### config.mk
export PLATFORM = sky130hd
export DESIGN_NAME = eott_timer
export DESIGN_NICKNAME = d
export VERILOG_FILES = /design/src/rtl/eott_pkg.sv /design/src/rtl/eott_timer.sv
export SDC_FILE = /design/constraint.sdc
export NUM_CORES = 1
export LEC_CHECK = 0
export BUFFER_PORTS_ARGS = -buffer_cell sky130_fd_sc_hd__clkbuf_2
export CAP_MARGIN = 20
export CORE_MARGIN = 2
export CORE_UTILIZATION = 40
export DETAILED_ROUTE_END_ITERATION = 16
export GPL_TIMING_DRIVEN = 0
export PLACE_DENSITY = 0.63
export SLEW_MARGIN = 40
export SYNTH_ARGS = -nofsm -noshare
export SYNTH_HDL_FRONTEND = slang
export SYNTH_SLANG_ARGS = --single-unit
### constraint.sdc
create_clock -name CLK -period 11.5 [get_ports CLK]
set_input_delay 0.575 -clock CLK [delete_from_list [all_inputs] [get_ports CLK]]
set_output_delay 0.575 -clock CLK [all_outputs]
set_load 0.005 [all_outputs]
### src/rtl/eott_pkg.sv
// Package of constants, types and register map for the encoder and offset trigger timer.
package eott_pkg;
    // Register byte offsets on the APB bus.
    localparam logic [7:0] ADDR_CTRL   = 8'h00;
    localparam logic [7:0] ADDR_START  = 8'h04;
    localparam logic [7:0] ADDR_CC0    = 8'h08;
    localparam logic [7:0] ADDR_CC1    = 8'h0C;
    localparam logic [7:0] ADDR_COUNT  = 8'h10;
    localparam logic [7:0] ADDR_STATUS = 8'h14;
    // Control register field positions.
    localparam int CTRL_RUN_BIT   = 0;
    localparam int CTRL_HOLD_BIT  = 1;
    localparam int CTRL_MODE_LSB  = 4;
    localparam int CTRL_DJ_LSB    = 8;
    localparam int CTRL_EDGE_LSB  = 10;
    localparam int CTRL_MCLR_LSB  = 12;
    localparam int CTRL_LDE_BIT   = 14;
    localparam int CTRL_CSRC_BIT  = 15;
    localparam int CTRL_CEDGE_LSB = 16;
    localparam int CTRL_IS0_LSB   = 18;
    localparam int CTRL_IS1_LSB   = 20;
    localparam int CTRL_OL0_BIT   = 22;
    // Mode codes.
    localparam logic [3:0] MODE_ENC_CMP  = 4'h8;
    localparam logic [3:0] MODE_ENC_CAP  = 4'h9;
    localparam logic [3:0] MODE_ENC_CC   = 4'hA;
    localparam logic [3:0] MODE_OFFSET   = 4'hC;
    // Two-bit select codes.
    localparam logic [1:0] SEL_00 = 2'h0;
    localparam logic [1:0] SEL_01 = 2'h1;
    localparam logic [1:0] SEL_10 = 2'h2;
    localparam logic [1:0] SEL_11 = 2'h3;
    // Reset values.
    localparam logic [15:0] COUNT_RESET = 16'hFFFF;
    localparam logic [15:0] COUNT_ZERO  = 16'h0000;
    localparam logic [31:0] CTRL_RESET  = 32'h0000_0000;
    // Operation clock becomes valid this many cycles after the run bit is set.
    localparam logic [1:0] START_SETTLE = 2'h2;
    // Control fields decoded from the control register.
    typedef struct packed {
        logic       run;
        logic       hold;
        logic [3:0] mode;
        logic [1:0] dj;
        logic [1:0] edge_sel;
        logic [1:0] mclr;
        logic       lde;
        logic       csrc;
        logic [1:0] cedge;
        logic [1:0] is0;
        logic [1:0] is1;
        logic       ol0;
    } eott_ctrl_t;
    // Event pulses of the counter.
    typedef struct packed {
        logic cc0;
        logic cc1;
        logic clr;
    } eott_evt_t;
endpackage : eott_pkg

### src/rtl/eott_timer.sv
// Encoder and offset trigger timer channel with APB register access.
`timescale 1ns/1ns
module eott_timer
    import eott_pkg::*;
(
    input  wire logic        CLK,          // System clock, 125 MHz.
    input  wire logic        RST_N,        // Asynchronous reset, active low.
    input  wire logic        PSEL,         // APB select.
    input  wire logic        PENABLE,      // APB enable.
    input  wire logic        PWRITE,       // APB direction.
    input  wire logic [7:0]  PADDR,        // APB byte address.
    input  wire logic [31:0] PWDATA,       // APB write data.
    output logic      [31:0] PRDATA,       // APB read data.
    output logic             PREADY,       // APB ready.
    output logic             PSLVERR,      // APB error for unmapped address.
    input  wire logic        PHASE_IN_A,   // Encoder phase A.
    input  wire logic        PHASE_IN_B,   // Encoder phase B.
    input  wire logic        ENCODER_CLEAR_IN, // Encoder clear input.
    input  wire logic        CAPTURE_IN_0, // Capture trigger 0.
    input  wire logic        CAPTURE_IN_1, // Capture trigger 1.
    output logic             MATCH_IRQ_0,  // Match or capture pulse 0.
    output logic             MATCH_IRQ_1,  // Match or capture pulse 1.
    output logic             TIMER_OUT_0,  // Timer output 0.
    output logic             TIMER_OUT_1   // Timer output 1.
);

    ////////////////////////////////////////////////////////////////////////////
    // Reset release and helper functions.

    logic [1:0] rst_sync;
    logic       rst_n_i;

    // Two-stage release of the asynchronous reset.
    always_ff @(posedge CLK or negedge RST_N) begin
        if (!RST_N) begin
            rst_sync <= 2'h0;
        end else begin
            rst_sync <= {rst_sync[0], 1'b1};
        end
    end
    assign rst_n_i = rst_sync[1];

    // Edge match for a two-bit edge select: 01 rising, 10 falling, 11 both.
    function automatic logic edge_hit(input logic [1:0] sel, input logic prev, input logic cur);
        edge_hit = (sel[0] && !prev && cur) || (sel[1] && prev && !cur);
    endfunction : edge_hit

    // Extracts the control fields from the raw control word.
    function automatic eott_ctrl_t unpack_ctrl(input logic [31:0] w);
        eott_ctrl_t c;
        c.run      = w[CTRL_RUN_BIT];
        c.hold     = w[CTRL_HOLD_BIT];
        c.mode     = w[CTRL_MODE_LSB +: 4];
        c.dj       = w[CTRL_DJ_LSB +: 2];
        c.edge_sel = w[CTRL_EDGE_LSB +: 2];
        c.mclr     = w[CTRL_MCLR_LSB +: 2];
        c.lde      = w[CTRL_LDE_BIT];
        c.csrc     = w[CTRL_CSRC_BIT];
        c.cedge    = w[CTRL_CEDGE_LSB +: 2];
        c.is0      = w[CTRL_IS0_LSB +: 2];
        c.is1      = w[CTRL_IS1_LSB +: 2];
        c.ol0      = w[CTRL_OL0_BIT];
        unpack_ctrl = c;
    endfunction : unpack_ctrl

    ////////////////////////////////////////////////////////////////////////////
    // Register bus.

    logic [31:0] ctrl_reg, next_ctrl_reg;
    logic [15:0] start_reg, next_start_reg;
    logic [15:0] cc0_reg, next_cc0_reg;
    logic [15:0] cc1_reg, next_cc1_reg;
    logic [31:0] next_prdata;
    logic        next_pready, next_pslverr;
    logic        wr_en, rd_en, addr_ok;
    logic [15:0] count;
    logic [2:0]  status;
    logic        cap0_now, cap1_now;
    logic        run_q, out0, out1;
    logic [15:0] cc1_buf;
    eott_ctrl_t  c;

    assign c       = unpack_ctrl(ctrl_reg);
    assign addr_ok = (PADDR == ADDR_CTRL) || (PADDR == ADDR_START) || (PADDR == ADDR_CC0)
                  || (PADDR == ADDR_CC1) || (PADDR == ADDR_COUNT) || (PADDR == ADDR_STATUS);
    assign wr_en   = PSEL && PENABLE && !PREADY && PWRITE && addr_ok;
    assign rd_en   = PSEL && PENABLE && !PREADY && !PWRITE;

    // Register writes, read mux and one-wait-state answer; captures overwrite the capture registers.
    always_comb begin
        next_ctrl_reg  = ctrl_reg;
        next_start_reg = start_reg;
        next_cc0_reg   = cc0_reg;
        next_cc1_reg   = cc1_reg;
        next_pready    = PSEL && PENABLE && !PREADY;
        next_pslverr   = PSEL && PENABLE && !PREADY && !addr_ok;
        next_prdata    = PRDATA;
        if (wr_en) begin
            case (PADDR)
                ADDR_CTRL:  next_ctrl_reg  = PWDATA;
                ADDR_START: next_start_reg = PWDATA[15:0];
                ADDR_CC0:   next_cc0_reg   = PWDATA[15:0];
                ADDR_CC1:   next_cc1_reg   = PWDATA[15:0];
                default:    next_ctrl_reg  = ctrl_reg;
            endcase
        end
        if (cap0_now) begin
            next_cc0_reg = count;
        end
        if (cap1_now) begin
            next_cc1_reg = count;
        end
        if (rd_en) begin
            case (PADDR)
                ADDR_CTRL:   next_prdata = ctrl_reg;
                ADDR_START:  next_prdata = {16'h0000, start_reg};
                ADDR_CC0:    next_prdata = {16'h0000, cc0_reg};
                ADDR_CC1:    next_prdata = {16'h0000, cc1_reg};
                ADDR_COUNT:  next_prdata = {16'h0000, count};
                ADDR_STATUS: next_prdata = {27'h0000000, status, run_q, c.run};
                default:     next_prdata = 32'h0000_0000;
            endcase
        end
    end

    always_ff @(posedge CLK or negedge rst_n_i) begin
        if (!rst_n_i) begin
            ctrl_reg  <= CTRL_RESET;
            start_reg <= COUNT_ZERO;
            cc0_reg   <= COUNT_ZERO;
            cc1_reg   <= COUNT_ZERO;
            PRDATA    <= 32'h0000_0000;
            PREADY    <= 1'b0;
            PSLVERR   <= 1'b0;
        end else begin
            ctrl_reg  <= next_ctrl_reg;
            start_reg <= next_start_reg;
            cc0_reg   <= next_cc0_reg;
            cc1_reg   <= next_cc1_reg;
            PRDATA    <= next_prdata;
            PREADY    <= next_pready;
            PSLVERR   <= next_pslverr;
        end
    end

    ////////////////////////////////////////////////////////////////////////////
    // Counter core.

    logic        pa_q, pb_q, clr_q, ci0_q, ci1_q;
    logic        hold_act, next_hold_act;
    logic [1:0]  settle, next_settle;
    logic        load_pend, next_load_pend;
    logic [15:0] next_count, next_cc1_buf;
    logic        next_out0, next_out1, next_run_q;
    logic        up_step, dn_step, is_enc, is_cap;
    logic        m0, m1, clr_edge, cap0_edge, cap1_edge;
    eott_evt_t   evt;
    logic [2:0]  next_status;

    assign is_enc    = (c.mode == MODE_ENC_CMP) || (c.mode == MODE_ENC_CAP) || (c.mode == MODE_ENC_CC);
    assign is_cap    = (c.mode == MODE_ENC_CAP);
    assign cap0_edge = edge_hit(c.is0, ci0_q, CAPTURE_IN_0);
    assign cap1_edge = edge_hit(c.is1, ci1_q, CAPTURE_IN_1);
    assign cap0_now  = run_q && ((is_cap || c.mode == MODE_OFFSET) && cap0_edge);
    assign cap1_now  = run_q && (is_cap || c.mode == MODE_ENC_CC) && cap1_edge;
    assign clr_edge  = run_q && is_enc && !c.csrc && edge_hit(c.cedge, clr_q, ENCODER_CLEAR_IN);

    // Direction detection from the encoder phases.
    always_comb begin
        up_step = 1'b0;
        dn_step = 1'b0;
        case (c.dj)
            SEL_00: begin
                if (edge_hit(c.edge_sel, pa_q, PHASE_IN_A)) begin
                    up_step = !PHASE_IN_B;
                    dn_step = PHASE_IN_B;
                end
            end
            SEL_11: begin
                // Quadrature x4 decode: any legal phase step counts.
                if ((pa_q != PHASE_IN_A) ^ (pb_q != PHASE_IN_B)) begin
                    up_step = (pa_q ^ PHASE_IN_B);
                    dn_step = !(pa_q ^ PHASE_IN_B);
                end
            end
            default: begin
                up_step = 1'b0;
                dn_step = 1'b0;
            end
        endcase
    end

    assign m0 = is_enc && !is_cap && (count == cc0_reg);
    assign m1 = (c.mode == MODE_ENC_CMP || c.mode == MODE_OFFSET) && (count == cc1_buf);

    // Counter, start logic, compare and outputs.
    always_comb begin
        next_count     = count;
        next_hold_act  = hold_act;
        next_settle    = settle;
        next_load_pend = load_pend;
        next_cc1_buf   = (c.mode == MODE_OFFSET) ? cc1_buf : cc1_reg;
        next_run_q     = c.run;
        next_out0      = out0;
        next_out1      = out1;
        evt            = '0;
        next_status    = status;
        if (!c.run) begin
            next_hold_act = c.hold;
            next_settle   = 2'h0;
            if (hold_act && !c.hold) begin
                next_count = COUNT_RESET;
            end
        end else if (!run_q) begin
            next_load_pend = !hold_act;
            next_settle    = 2'h1;
        end else if (settle != START_SETTLE) begin
            next_settle = settle + 2'h1;
            if (c.hold != hold_act) begin
                next_load_pend = 1'b0;
            end
        end else if (load_pend) begin
            next_count     = start_reg;
            next_load_pend = 1'b0;
        end else if (is_enc) begin
            if (up_step) begin
                next_count = count + 16'h0001;
                if (m0 && c.mclr[0]) begin
                    next_count = COUNT_ZERO;
                end
            end else if (dn_step) begin
                next_count = count - 16'h0001;
                if (m1 && c.mclr == SEL_11) begin
                    next_count = COUNT_ZERO;
                end else if (count == COUNT_ZERO && c.lde && c.mclr != SEL_11) begin
                    next_count = cc0_reg;
                end
            end
            if (clr_edge) begin
                next_count = COUNT_ZERO;
            end
            evt.cc0 = (m0 && (up_step || dn_step)) || cap0_now;
            evt.cc1 = (m1 && (up_step || dn_step)) || cap1_now;
        end else if (c.mode == MODE_OFFSET) begin
            next_count = count + 16'h0001;
            evt.cc1    = m1;
            if (m1) begin
                next_out1 = 1'b0;
            end
            if (cap0_now) begin
                next_count   = COUNT_ZERO;
                next_cc1_buf = cc1_reg;
                next_out1    = 1'b1;
                evt.cc0      = 1'b1;
            end
        end
        next_out0 = (c.mode == MODE_OFFSET) ? c.ol0 : 1'b0;
        evt.clr   = clr_edge;
        if (evt != '0) begin
            next_status = evt; // The latest events are kept until others arrive.
        end
    end

    always_ff @(posedge CLK or negedge rst_n_i) begin
        if (!rst_n_i) begin
            pa_q        <= 1'b0;
            pb_q        <= 1'b0;
            clr_q       <= 1'b0;
            ci0_q       <= 1'b0;
            ci1_q       <= 1'b0;
            hold_act    <= 1'b0;
            settle      <= 2'h0;
            load_pend   <= 1'b0;
            count       <= COUNT_RESET;
            cc1_buf     <= COUNT_ZERO;
            run_q       <= 1'b0;
            out0        <= 1'b0;
            out1        <= 1'b0;
            status      <= 3'h0;
            MATCH_IRQ_0 <= 1'b0;
            MATCH_IRQ_1 <= 1'b0;
            TIMER_OUT_0 <= 1'b0;
            TIMER_OUT_1 <= 1'b0;
        end else begin
            pa_q        <= PHASE_IN_A;
            pb_q        <= PHASE_IN_B;
            clr_q       <= ENCODER_CLEAR_IN;
            ci0_q       <= CAPTURE_IN_0;
            ci1_q       <= CAPTURE_IN_1;
            hold_act    <= next_hold_act;
            settle      <= next_settle;
            load_pend   <= next_load_pend;
            count       <= next_count;
            cc1_buf     <= next_cc1_buf;
            run_q       <= next_run_q;
            out0        <= next_out0;
            out1        <= next_out1;
            status      <= next_status;
            MATCH_IRQ_0 <= evt.cc0;
            MATCH_IRQ_1 <= evt.cc1;
            TIMER_OUT_0 <= next_out0;
            TIMER_OUT_1 <= next_out1;
        end
    end

    ////////////////////////////////////////////////////////////////////////////
    // Checks.

    property p_hold_stop;
        @(posedge CLK) disable iff (!rst_n_i)
        (!c.run && hold_act && !c.hold) |=> (count == COUNT_RESET);
    endproperty
    a_hold_stop: assert property (p_hold_stop) else $error("Counter not reset on hold fall.");

    property p_run_frozen;
        @(posedge CLK) disable iff (!rst_n_i)
        (c.run && run_q) |=> $stable(hold_act);
    endproperty
    a_run_frozen: assert property (p_run_frozen) else $error("Hold changed while running.");

    property p_load;
        @(posedge CLK) disable iff (!rst_n_i)
        ($rose(run_q) && c.run && load_pend && c.hold == hold_act) ##1 c.run
            |=> (count == $past(start_reg));
    endproperty
    a_load: assert property (p_load) else $error("Start value not loaded.");

    property p_off_clear;
        @(posedge CLK) disable iff (!rst_n_i)
        (c.run && run_q && settle == START_SETTLE && !load_pend && c.mode == MODE_OFFSET && cap0_now)
            |=> (count == COUNT_ZERO && TIMER_OUT_1 && MATCH_IRQ_0);
    endproperty
    a_off_clear: assert property (p_off_clear) else $error("Offset capture did not clear.");

    property p_out0;
        @(posedge CLK) disable iff (!rst_n_i)
        (c.mode == MODE_OFFSET) |=> (TIMER_OUT_0 == $past(c.ol0));
    endproperty
    a_out0: assert property (p_out0) else $error("Output 0 level wrong.");

    property p_buf;
        @(posedge CLK) disable iff (!rst_n_i)
        (c.mode == MODE_OFFSET && !cap0_now && $past(c.mode) == MODE_OFFSET) |=> $stable(cc1_buf);
    endproperty
    a_buf: assert property (p_buf) else $error("Compare buffer reloaded early.");

    property p_clr_edge;
        @(posedge CLK) disable iff (!rst_n_i)
        (c.run && clr_edge && settle == START_SETTLE && !load_pend) |=> (count == COUNT_ZERO);
    endproperty
    a_clr_edge: assert property (p_clr_edge) else $error("Clear input ignored.");

    property p_nomclr;
        @(posedge CLK) disable iff (!rst_n_i)
        (c.run && run_q && settle == START_SETTLE && !load_pend && is_enc && c.mclr == SEL_00
            && !clr_edge && up_step)
            |=> (count == $past(count) + 16'h0001);
    endproperty
    a_nomclr: assert property (p_nomclr) else $error("Counter cleared without select.");

endmodule : eott_timer

; Yosys cells after proc, flatten, opt, wreduce, memory -nomap -nowiden
; Index checks and enable logic that the tools add are counted.
[totals]
elab_cells = 197
output_inout_bits = 38
regBits = 165
inputBits = 50
[op_classes]
muxes = 51
n_addsub = 3
bitwise = 5
eq_ne = 24
reduce_logical = 90
[op_table]
columns = cell, n
row1 = 16-bit two-way mux, 28
row2 = 32-bit case mux with 6 select lines, 1
row3 = 1-bit logical AND, 39
row4 = 16-bit == test, 2
row5 = 2-bit two-way mux, 9
row6 = 1-bit zero test, 17
row7 = 1-bit logical OR, 17
row8 = 16-bit by 1-bit adder with 16-bit output (second input constant), 1
row9 = 4-bit == test (second input constant), 4
row10 = 8-bit by 4-bit == test with 1-bit output (second input constant), 2
row11 = 8-bit by 5-bit == test with 1-bit output (second input constant), 2
row12 = 16-bit zero test, 1
row13 = 16-bit by 1-bit subtractor with 16-bit output (second input constant), 1
row14 = 2-bit nonzero test, 6
row15 = 1-bit two-way mux, 11
row16 = 2-bit AND reduction, 5
row17 = 8-bit by 3-bit == test with 1-bit output (second input constant), 1
row18 = 8-bit zero test, 1
row19 = 7-bit AND reduction, 1
row20 = 2-bit inequality test (second input constant), 3
row21 = 3-bit by 2-bit inequality test with 1-bit output (second input constant), 2
row22 = 6-bit by 5-bit inequality test with 1-bit output (second input constant), 1
row23 = 5-bit AND reduction, 1
row24 = 2-bit == test (second input constant), 2
row25 = 9 further kinds, 15

; Logic depth before layout (Yosys ltp)
; Gate-level depths: netlist (run 1).
[logic_depth]
depth_word = 15
depth_mapped = 10
mapped_depth_nobuf = 9

; Least setup slack after synthesis (run 1)
; Ideal clock, no wire load.
[synth_path]
path_type = flip-flop to flip-flop
from = reg count[11]
to = reg count[6]
arrival_ns = 2.409
setup_slack_ns = 9.008
required_ns = 11.417
period_less_slack_ns = 2.492
path_stages_with_launch = 10
path_cell_list = dfstp_2 > clkbuf_1 > xnor2_1 > nand4_1 > or4_4 > nor4_4 > or2_2 > buf_6 > o311ai_1 > o32a_1
[synth_between]
elab_chain_len = 13
[synth_rtl]
columns = item, line
row1 = "start, declared", eott_timer.sv:76  ; logic [15:0] count;
row2 = "start signal, assigned", eott_timer.sv:293  ; count <= next_count;
row3 = 16-bit zero test, eott_timer.sv:235  ; end else if (count == COUNT_ZERO && c.lde && c.mclr != SEL_11) begin
row4 = 1-bit logical AND (2 in series), eott_timer.sv:235
row5 = 16-bit two-way mux, eott_timer.sv:235
row6 = 16-bit two-way mux, eott_timer.sv:233  ; if (m1 && c.mclr == SEL_11) begin
row7 = 16-bit two-way mux, eott_timer.sv:231  ; end else if (dn_step) begin
row8 = 16-bit two-way mux *, eott_timer.sv:226  ; if (up_step) begin
row9 = 16-bit two-way mux *, eott_timer.sv:239  ; if (clr_edge) begin
row10 = 16-bit two-way mux *, eott_timer.sv:225  ; end else if (is_enc) begin
row11 = 16-bit two-way mux *, eott_timer.sv:222  ; end else if (load_pend) begin
row12 = 16-bit two-way mux *, eott_timer.sv:217  ; end else if (settle != START_SETTLE) begin
row13 = 16-bit two-way mux *, eott_timer.sv:214  ; end else if (!run_q) begin
row14 = 16-bit two-way mux *, eott_timer.sv:208  ; if (!c.run) begin
; Mark *: on every way between the ends. The rest lies on a longest branch, timed or not. The select of a mux whose other input is x is not followed.
; A chain may end at the register's enable or synchronous reset.

; Worst setup path in the final report (run 1)
[layout_path]
from = reg count[3]
to = reg count[5]
[layout_between]
elab_chain_len = 13
[layout_rtl]
columns = item, line
row1 = branches (longest 8 deep; another with 16-bit by 1-bit subtractor with 16-bit output), -
row2 = 16-bit two-way mux *, eott_timer.sv:225
row3 = 16-bit two-way mux *, eott_timer.sv:222
row4 = 16-bit two-way mux *, eott_timer.sv:217
row5 = 16-bit two-way mux *, eott_timer.sv:214
row6 = 16-bit two-way mux *, eott_timer.sv:208
; Every way passes the cells marked *. The select of a mux whose other input is x is not followed.

==> results of run 1 <==
[metal layers]
| metal | vias up | routed length (um) | track usage [%] |
|---|---|---|---|
| met4 | 0 | 548 | 7.617 |
| li1 | 3311 | - | - |
| met2 | 258 | 12710 | 39.36 |
| met3 | 40 | 1707 | 4.428 |
| met1 | 3582 | 11990 | 33.13 |
| met5 | - | 0 | 0 |
[worst min path at each step]
stage                startpoint  slack, ns          end
CTS                 rst_sync[1]       0.17   PRDATA[27]
global placement    rst_sync[0]       0.34  rst_sync[1]
global route        rst_sync[1]       0.18   PRDATA[27]
detailed placement  rst_sync[1]       0.17   PRDATA[27]
floorplan                 RST_N       0.28  rst_sync[0]
finish              rst_sync[1]       0.17   PRDATA[27]
[critical path: cells and delay by family (launching register included)]
family          cells  cell delay, ns
xor+xnor            1            0.14
buf+inv             2            0.82
simple gates        3            0.80
flops               1            0.53
compound gates      3            0.73
[logic make-up (layout without fill, tap and decap cells)]
logic type | Yosys count | after routing | share of synthesized area [%]
muxes | 104 | 104 | 12.89
xor gates and xnor gates | 55 | 55 | 5.562
and+or+nand+nor | 276 | 276 | 15.60
buffers and inverters | 84 | 208 | 4.160
DFF | 165 | 165 | 47.91
AOI/OAI and AO/OA | 162 | 162 | 12.83
other | 1 | 1 | 0.04330
adders and majority gates | 7 | 7 | 1.011
[repair_timing]
action / CTS / global route
gates resized for setup: 0 / 0
hold buffers: 1 / 0
hold endpoints to repair: 2 / 0
[metrics by stage]
stage          total power, mW  instance area [sq um]  utilization (%)  setup slack (ns)
3_3_place_gp            0.7276                   9440            44.63             4.512
6_report                 1.316                  10150            47.97             8.390
3_5_place_dp            0.7338                   9524            45.02             8.073
4_1_cts                  1.323                  10140            47.93             8.380
2_1_floorplan           0.6855                   8661                -             6.590
5_1_grt                  1.366                  10150            47.97             8.268
[power groups by stage]
stage	combinational, mW	sequential, mW	clock (mW)
2_1_floorplan	0.0493	0.636	0
3_3_place_gp	0.0866	0.641	0
3_5_place_dp	0.102	0.632	0
4_1_cts	0.103	0.621	0.599
5_1_grt	0.115	0.623	0.628
6_report	0.102	0.620	0.594
[Yosys cell counts, drive strengths merged, types with 4 or more instances]
cell / number / area, sq um
o22a: 8 / 70.07
nand3: 27 / 135.1
nand4b: 4 / 35.03
mux2i: 44 / 440.4
nand2: 82 / 307.8
clkbuf: 37 / 138.9
dfstp: 16 / 420.4
mux2: 60 / 675.7
nor2: 77 / 289.0
a221oi: 17 / 148.9
o21ai: 15 / 75.07
o22ai: 4 / 25.02
ha: 7 / 87.58
xor2: 33 / 289.0
inv: 18 / 67.56
a2111oi: 5 / 43.79
a211oi: 6 / 45.04
nor4: 24 / 171.4
nand4: 4 / 25.02
and3: 7 / 43.79
xnor2: 22 / 192.7
a22oi: 4 / 30.03
a22o: 16 / 140.1
or3: 6 / 37.54
a31oi: 15 / 93.84
a21oi: 51 / 255.2
dfrtp: 149 / 3729
nor3: 21 / 105.1
buf: 28 / 150.1
[cell type report]
class | count | area (sq um)
plain buffers | 65 | 289.0
well taps | 275 | 344.1
inverters | 19 | 71.32
fillers | 2038 | 11010
clock inverters | 15 | 180.2
repair buffers | 92 | 525.5
flip-flops and latches | 165 | 4153
clock buffers | 17 | 425.4
multi-input cells | 605 | 4160
==> run_results.csv, run 1 <==
group,metric,value,unit
placement,io_buffers,87,
route,drt_iter0_drc,416,
setup_path,startpoint,"count[3]",
cts,cts_made_buffers,17,
logic_synthesis,ys_types,63,
timing,whs,0.1680,ns
logic_synthesis,syn_inst,854,
logic_synthesis,ys_ff_latch,165,
layout,final_common_cell,"dfrtp_1",
timing,slew_headroom,41.86,%
timing,tns,0,ns
floorplanning,ios,88,
route,routed_wl,26960,um
timing,min_period_over_period,27.05,%
timing,slew_viol_final,0,
floorplanning,initial_utilization,40.94,%
route,routed_via_density,5.739,
cts,cts_buffer_depth,2,
timing,setup_viol,0,
layout,diodes,0,
timing,max_freq,321.5,MHz
floorplanning,coreArea,0.02115,sq mm
cts,cts_setup_buffers,0,
timing,tightest_slew,0.8721,ns
cts,clock_latency,0.45,ns
logic_synthesis,synthesis.area,0.008661,sq mm
setup_path,critPathMaxFanout,10,
job,max_cap_viol_count,0,
global_routing,grt_pass1_wl,41160,um
timing,finalHoldViolCount,0,
power_and_ir_drop,seqPwrFrac,47.1,%
setup_path,r2r_end,"count[5]",
cts,clk_pin_slew,0.07,ns
cts,cts_max_level,4,
logic_synthesis,yosysSeqAreaShare,47.91,%
setup_path,crit_required,11.84,ns
layout,nets,1022,
layout,mostFrequentLayoutCells,"dfrtp_1, clkbuf_2, nand2_1",
route,vias,7191,
global_routing,antenna_found_initial,0,
floorplanning,die_h,151.1,um
cts,clock-sinks,165,
outcome,status,"complete, no violations",
placement,dp_hpwl,19630,um
route,remaining_drc_errors,0,
layout,drive_above_1_share,23.82,%
setup_path,path_cells,"clkbuf_1 -> xor2_1 -> nor4_1 -> nand4_1 -> o2bb2ai_2 -> buf_2 -> nor2_1 -> a21oi_1 -> o22ai_1",
power_and_ir_drop,p_int,0.9620,mW
logic_synthesis,synth_warnings,0,
layout,final_cells,1253,
setup_path,cp-end-kind,"register",
logic_synthesis,ys.flop_type,"dfrtp_1",
setup_path,cp_slowest_stage_delay,0.53,ns
setup_path,r2r_cells,9,
setup_path,endpoint,"count[5]",
setup_path,cp_slowest_cell,"dfstp_2",
worst_hold_path,hold_class,"reg2async",
timing,rsz0062_at_grt,"no",
placement,dp_cells,1220,
logic_synthesis,synth_edf_count,0,
global_routing,grt_max_degree,42,
floorplanning,num_rows,53,
setup_path,worstSetupPathType,"reg2reg",
power_and_ir_drop,leakage,4.532,nW
layout,area_growth,17.18,%
route,drtAntennaViolNets,0,
timing,worst_clock_skew,0.01453,ns
floorplanning,die-area,0.02284,sq mm
global_routing,grt_overflow_total,0,
power_and_ir_drop,cellPowerDensity,129.7,mW/mm^2
placement,place_congestion,0.9313,
power_and_ir_drop,p_sw_share,26.90,%
power_and_ir_drop,p_clk_share,45.1,%
timing,period_minus_slack,3.110,ns
setup_path,reg2reg_from,"count[3]",
logic_synthesis,synthesis.nets,911,
power_and_ir_drop,ir_worst_vdd,0.00008744,V
setup_path,start_kind,"register",
global_routing,globalRouteTotalUtil,24.28,%
setup_path,reg2reg_setup_slack,8.39,ns
setup_path,worst_ep_arrival_time,3.45,ns
route,dr.pass1.iters,5,
logic_synthesis,syn_area_per_cell,10.14,sq um
power_and_ir_drop,switching_power,0.3540,mW
logic_synthesis,async_reset_ff_share,100.0,%
cts,cts_tree,"built",
floorplanning,die_w,151.1,um
cts,cts_root_buffer,"clkbuf_16",
power_and_ir_drop,combPwrFrac,7.7,%
global_routing,grt_pass1_vias,6977,
route,wl_per_cell,21.51,um
Note: power is estimated with default switching activity, not from simulation.
==> inputs of run 2 (changes only) <==
Clock period 11.5 ns to 2.9 ns, I/O delays scaled along.
==> run 2 against run 1 <==
- the flow now finishes with violations (setup timing)
- largest cell class unchanged
- combinational power increased to 4.3 times the previous value
- via count rose by 1.2%
- cell count is 1.9% higher
- global-route usage is 0.14 points higher
- die area unchanged
- clock power rose to 3.8 times the previous value
- cell area up 3.3%
- hold slack lost 0.16 ns
- sequential power rose to 4.0 times the previous value
- critical endpoint unchanged
- utilization rose by 1.6 points
- clock skew down 0.0018 ns
- wire length increased by 0.72%
==> run_results.csv, run 2 (synthesis results as in run 1) <==
group,metric,value,unit
outcome,status,"complete, but fails checks",
outcome,violations,"setup timing",
route,remaining_drc_errors,0,
timing,rsz0062_at_grt,"no",
route,drt_iter0_drc,498,
layout,diodes,0,
setup_path,worst_ep_arrival_time,3.28,ns
floorplanning,coreArea,0.02115,sq mm
global_routing,grt_max_degree,42,
timing,fin_ws,-0.04472,ns
floorplanning,initial_utilization,40.94,%
route,routed_wl,27150,um
floorplanning,num_rows,53,
route,vias,7280,
setup_path,crit_required,3.24,ns
cts,cts_buffer_depth,2,
layout,fill_cells,1990,
floorplanning,die_h,151.1,um
global_routing,grt_pass1_wl,41700,um
layout,final_cells,1277,
floorplanning,die_w,151.1,um
layout,drive_above_1_share,24.65,%
setup_path,startpoint,"count[11]",
cts,cts_root_buffer,"clkbuf_16",
global_routing,antenna_found_initial,0,
route,dr.pass1.iters,5,
timing,setup_viol,1,
power_and_ir_drop,ir_worst_vdd,0.0003283,V
placement,place_congestion,0.9789,
timing,tns,-0.04472,ns
setup_path,start_kind,"register",
global_routing,grt_pass1_vias,7103,
cts,clock_latency,0.45,ns
worst_hold_path,hold_class,"in2async",
timing,slew_viol_final,0,
layout,final_common_cell,"dfrtp_1",
cts,cts_max_level,4,
placement,dp_hpwl,19510,um
floorplanning,ios,88,
global_routing,grt_overflow_total,0,
setup_path,worstSetupPathType,"reg2reg",
timing,finalHoldViolCount,0,
route,wl_per_cell,21.26,um
setup_path,cp-end-kind,"register",
floorplanning,die-area,0.02284,sq mm
setup_path,reg2reg_from,"count[11]",
setup_path,reg2reg_setup_slack,-0.04,ns
timing,period_minus_slack,2.945,ns
layout,mostFrequentLayoutCells,"dfrtp_1, clkbuf_2, nand2_1",
setup_path,critPathMaxFanout,6,
global_routing,globalRouteTotalUtil,24.42,%
route,routed_via_density,5.701,
cts,cts_made_buffers,17,
layout,area_growth,20.99,%
cts,cts_tree,"built",
timing,slew_headroom,42.15,%
layout,multiInputGateArea,0.004209,sq mm
placement,dp_cells,1220,
timing,tightest_slew,0.8678,ns
power_and_ir_drop,leakage,4.683,nW
timing,min_period_over_period,101.5,%
job,max_cap_viol_count,0,
timing,worst_clock_skew,0.01276,ns
layout,nets,1046,
layout,seq_area,0.004153,sq mm
timing,max_freq,339.6,MHz
power_and_ir_drop,cellPowerDensity,492.7,mW/mm^2
placement,io_buffers,87,
route,drtAntennaViolNets,0,
cts,clk_pin_slew,0.08,ns
cts,clock-sinks,165,
[run 2: cell count changes in the layout (fill, tap and decap cells not counted), sizes merged]
cell / previous run / this run
dlygate4sd3: 1 / 32
clkbuf: 141 / 137
buf: 32 / 29
bufinv: 1 / 0
clkinv: 4 / 5
clkinvlp: 2 / 3
inv: 27 / 26
[run 2: per-stage QoR]
stage          hold WS [ns]  worst slack [ns]  total power [mW]  instance area (sq um)  utilization (%)
2_1_floorplan       -0.1506            0.1855             2.718                   8662                -
3_3_place_gp       -0.06792           -0.9032             2.886                   9442            44.63
3_5_place_dp       -0.06458           -0.1845             2.915                   9525            45.03
4_1_cts            0.002449          0.006637             5.181                  10430            49.32
5_1_grt             0.01391          0.005229             5.364                  10480            49.54
6_report           0.004743          -0.04472             5.163                  10480            49.54
[run 2: critical path, cell delays in order, from the launching register on]
cell and delay (ns):
dfstp_2 0.52, clkbuf_1 0.26, xnor2_1 0.24, nand4_1 0.19, or4_4 0.47, nor4_4 0.21
buf_4 0.19, nor4_1 0.06, a2111oi_0 0.50, o22ai_1 0.20
[run 2: layer usage]
layer  wire length, um  vias to the layer above  global-route usage (%)
met5                 0                        -                       0
met4               519                        0                   6.776
met3              1627                       45                   4.880
met2             12620                      261                   39.36
met1             12390                     3632                   33.58
li1                  -                     3342                       -
[run 2: final timing paths]
path	endpoint	cells after the start
worst max-delay path	count[5]	9
worst min-delay path	rst_sync[0]	2
worst max register to register	count[5]	9
worst min register to register	PRDATA[30]	0
max in group asynchronous	count[3]	2
min in group CLK	start_reg[3]	2
[run 2: cell type report]
type | count | share of cell area [%]
Multi-Input combinational cell | 605 | 40.17
Sequential cell | 165 | 39.63
Buffer | 57 | 2.603
Tap cell | 275 | 3.284
Clock inverter | 15 | 1.528
Clock buffer | 17 | 4.060
Timing Repair Buffer | 124 | 8.048
Inverter | 19 | 0.6806
[run 2: power by group]
part           leakage (nW)  internal [mW]  switching, mW  total (mW)
Sequential             2.12           2.40         0.0664        2.46
Combinational          2.29          0.204          0.239       0.442
Clock                 0.277           1.15           1.10        2.26
[run 2: repair_timing]
item,4_1_cts,5_1_grt
setup buffers,0,1
hold buffers,32,0
endpoints found under the hold margin,40,0
endpoints found under the setup margin,22,49
gates resized for setup,5,15
pin swaps,1,1
==> inputs of run 3 (changes only) <==
Settings changed: SKIP_CTS_REPAIR_TIMING set to 1.
==> run 3 against run 2 <==
- the flow finishes with violations (hold timing)
- largest power group unchanged
- sequential power about the same
- critical path depth unchanged
- non-clock buffer count decreased by 3
- utilization decreased by 0.19 points
==> run_results.csv, run 3 (synthesis results as in run 1) <==
group,metric,value,unit
cts,cts_made_buffers,17,
timing,worst_clock_skew,0.01314,ns
route,wl_per_cell,21.18,um
cts,cts_root_buffer,"clkbuf_16",
worst_hold_path,hold_class,"in2reg",
placement,io_buffers,87,
setup_path,start_kind,"register",
route,dr.pass1.iters,5,
setup_path,worstSetupPathType,"reg2reg",
cts,clock-sinks,165,
outcome,violations,"hold timing",
placement,dp_hpwl,19510,um
power_and_ir_drop,ir_worst_vdd,0.0003247,V
layout,area_growth,20.53,%
route,wl_met3,1675,um
setup_path,critPathMaxFanout,6,
layout,fin_util,49.35,%
timing,slew_headroom,43.39,%
timing,tightest_slew,0.8491,ns
route,routed_via_density,5.680,
cts,cts_tree,"built",
floorplanning,coreArea,0.02115,sq mm
cts,clock_latency,0.45,ns
route,vias,7236,
route,remaining_drc_errors,0,
floorplanning,die_h,151.1,um
outcome,status,"complete, but fails checks",
placement,place_congestion,0.9789,
layout,nets,1043,
timing,setup_viol,0,
global_routing,grt_max_degree,42,
cts,cts_max_level,4,
global_routing,antenna_found_initial,0,
global_routing,grt_overflow_total,0,
route,drt_iter0_drc,512,
power_and_ir_drop,leakage,4.668,nW
cts,cts_buffer_depth,2,
route,met1Wirelength,12140,um
route,top_layer_used,"met4",
timing,whs,-0.02530,ns
route,routed_wl,26980,um
job,max_cap_viol_count,0,
placement,place_area,0.009525,sq mm
layout,mostFrequentLayoutCells,"dfrtp_1, clkbuf_2, nand2_1",
floorplanning,die_w,151.1,um
timing,fin_ws,0.08115,ns
route,drtAntennaViolNets,0,
floorplanning,die-area,0.02284,sq mm
power_and_ir_drop,cellPowerDensity,493.5,mW/mm^2
layout,final_common_cell,"dfrtp_1",
route,route.met2.wl,12670,um
global_routing,globalRouteTotalUtil,24.11,%
timing,min_period_over_period,97.20,%
setup_path,crit_required,3.24,ns
layout,drive_above_1_share,25.13,%
timing,period_minus_slack,2.819,ns
global_routing,grt_pass1_vias,7007,
setup_path,worst_ep_arrival_time,3.16,ns
global_routing,grt_pass1_wl,41190,um
setup_path,cp-end-kind,"register",
cts,clk_pin_slew,0.07,ns
layout,diodes,0,
timing,max_freq,354.8,MHz
floorplanning,ios,88,
floorplanning,num_rows,53,
timing,finalHoldViolCount,7,
layout,fin_area,0.01044,sq mm
floorplanning,initial_utilization,40.94,%
placement,post-place-ws,-0.1845,ns
timing,slew_viol_final,0,
[run 3: worst max-delay path: stages, from the launching register on]
cell and delay, ns:
dfstp_2 0.52, clkbuf_1 0.25, xnor2_1 0.24, nand4_1 0.19
or4_4 0.47, nor4_4 0.14, buf_4 0.19, nor4_1 0.05
a2111oi_0 0.47, o22ai_1 0.20
[run 3: final timing paths]
check | start | end | slack [ns] | cells after the start
min in group asynchronous | RST_N | rst_sync[1] | 0.01 | 2
setup / recovery | count[11] | count[5] | 0.08 | 9
setup reg to reg | count[11] | count[5] | 0.08 | 9
hold reg to reg | rst_sync[1] | PRDATA[30] | 0.21 | 0
hold / removal | PWDATA[9] | ctrl_reg[9] | -0.03 | 3
max in group asynchronous | rst_sync[1] | count[3] | 1.81 | 2
[run 3: area by class of cell]
type,instances,area (sq um)
Clock inverter,15,160.2
Sequential cell,165,4153
Multi-Input combinational cell,605,4214
Fill cell,1996,10720
Buffer,60,287.8
Clock buffer,17,425.4
Tap cell,275,344.1
Inverter,19,71.32
Timing Repair Buffer,118,783.3
[run 3: power breakdown]
part | leakage, nW | internal [mW] | switching, mW
Clock | 0.277 | 1.15 | 1.10
Combinational | 2.27 | 0.199 | 0.237
Sequential | 2.12 | 2.40 | 0.0657
[run 3: per-layer routing]
layer / global-route usage (%) / up-vias
met3: 4.307 / 42
met1: 33.74 / 3588
met2: 38.50 / 264
met4: 6.869 / 0
met5: 0 / -
li1: - / 3342
[run 3: stage by stage]
stage	std cells	setup TNS, ns	total power, mW
after floorplan	854	0	2.718
after global placement	1216	-134.83	2.886
after detailed placement	1220	-1.031	2.915
after CTS	1252	-1.717	5.145
after global routing	1274	-0.008002	5.352
final	1274	0	5.151
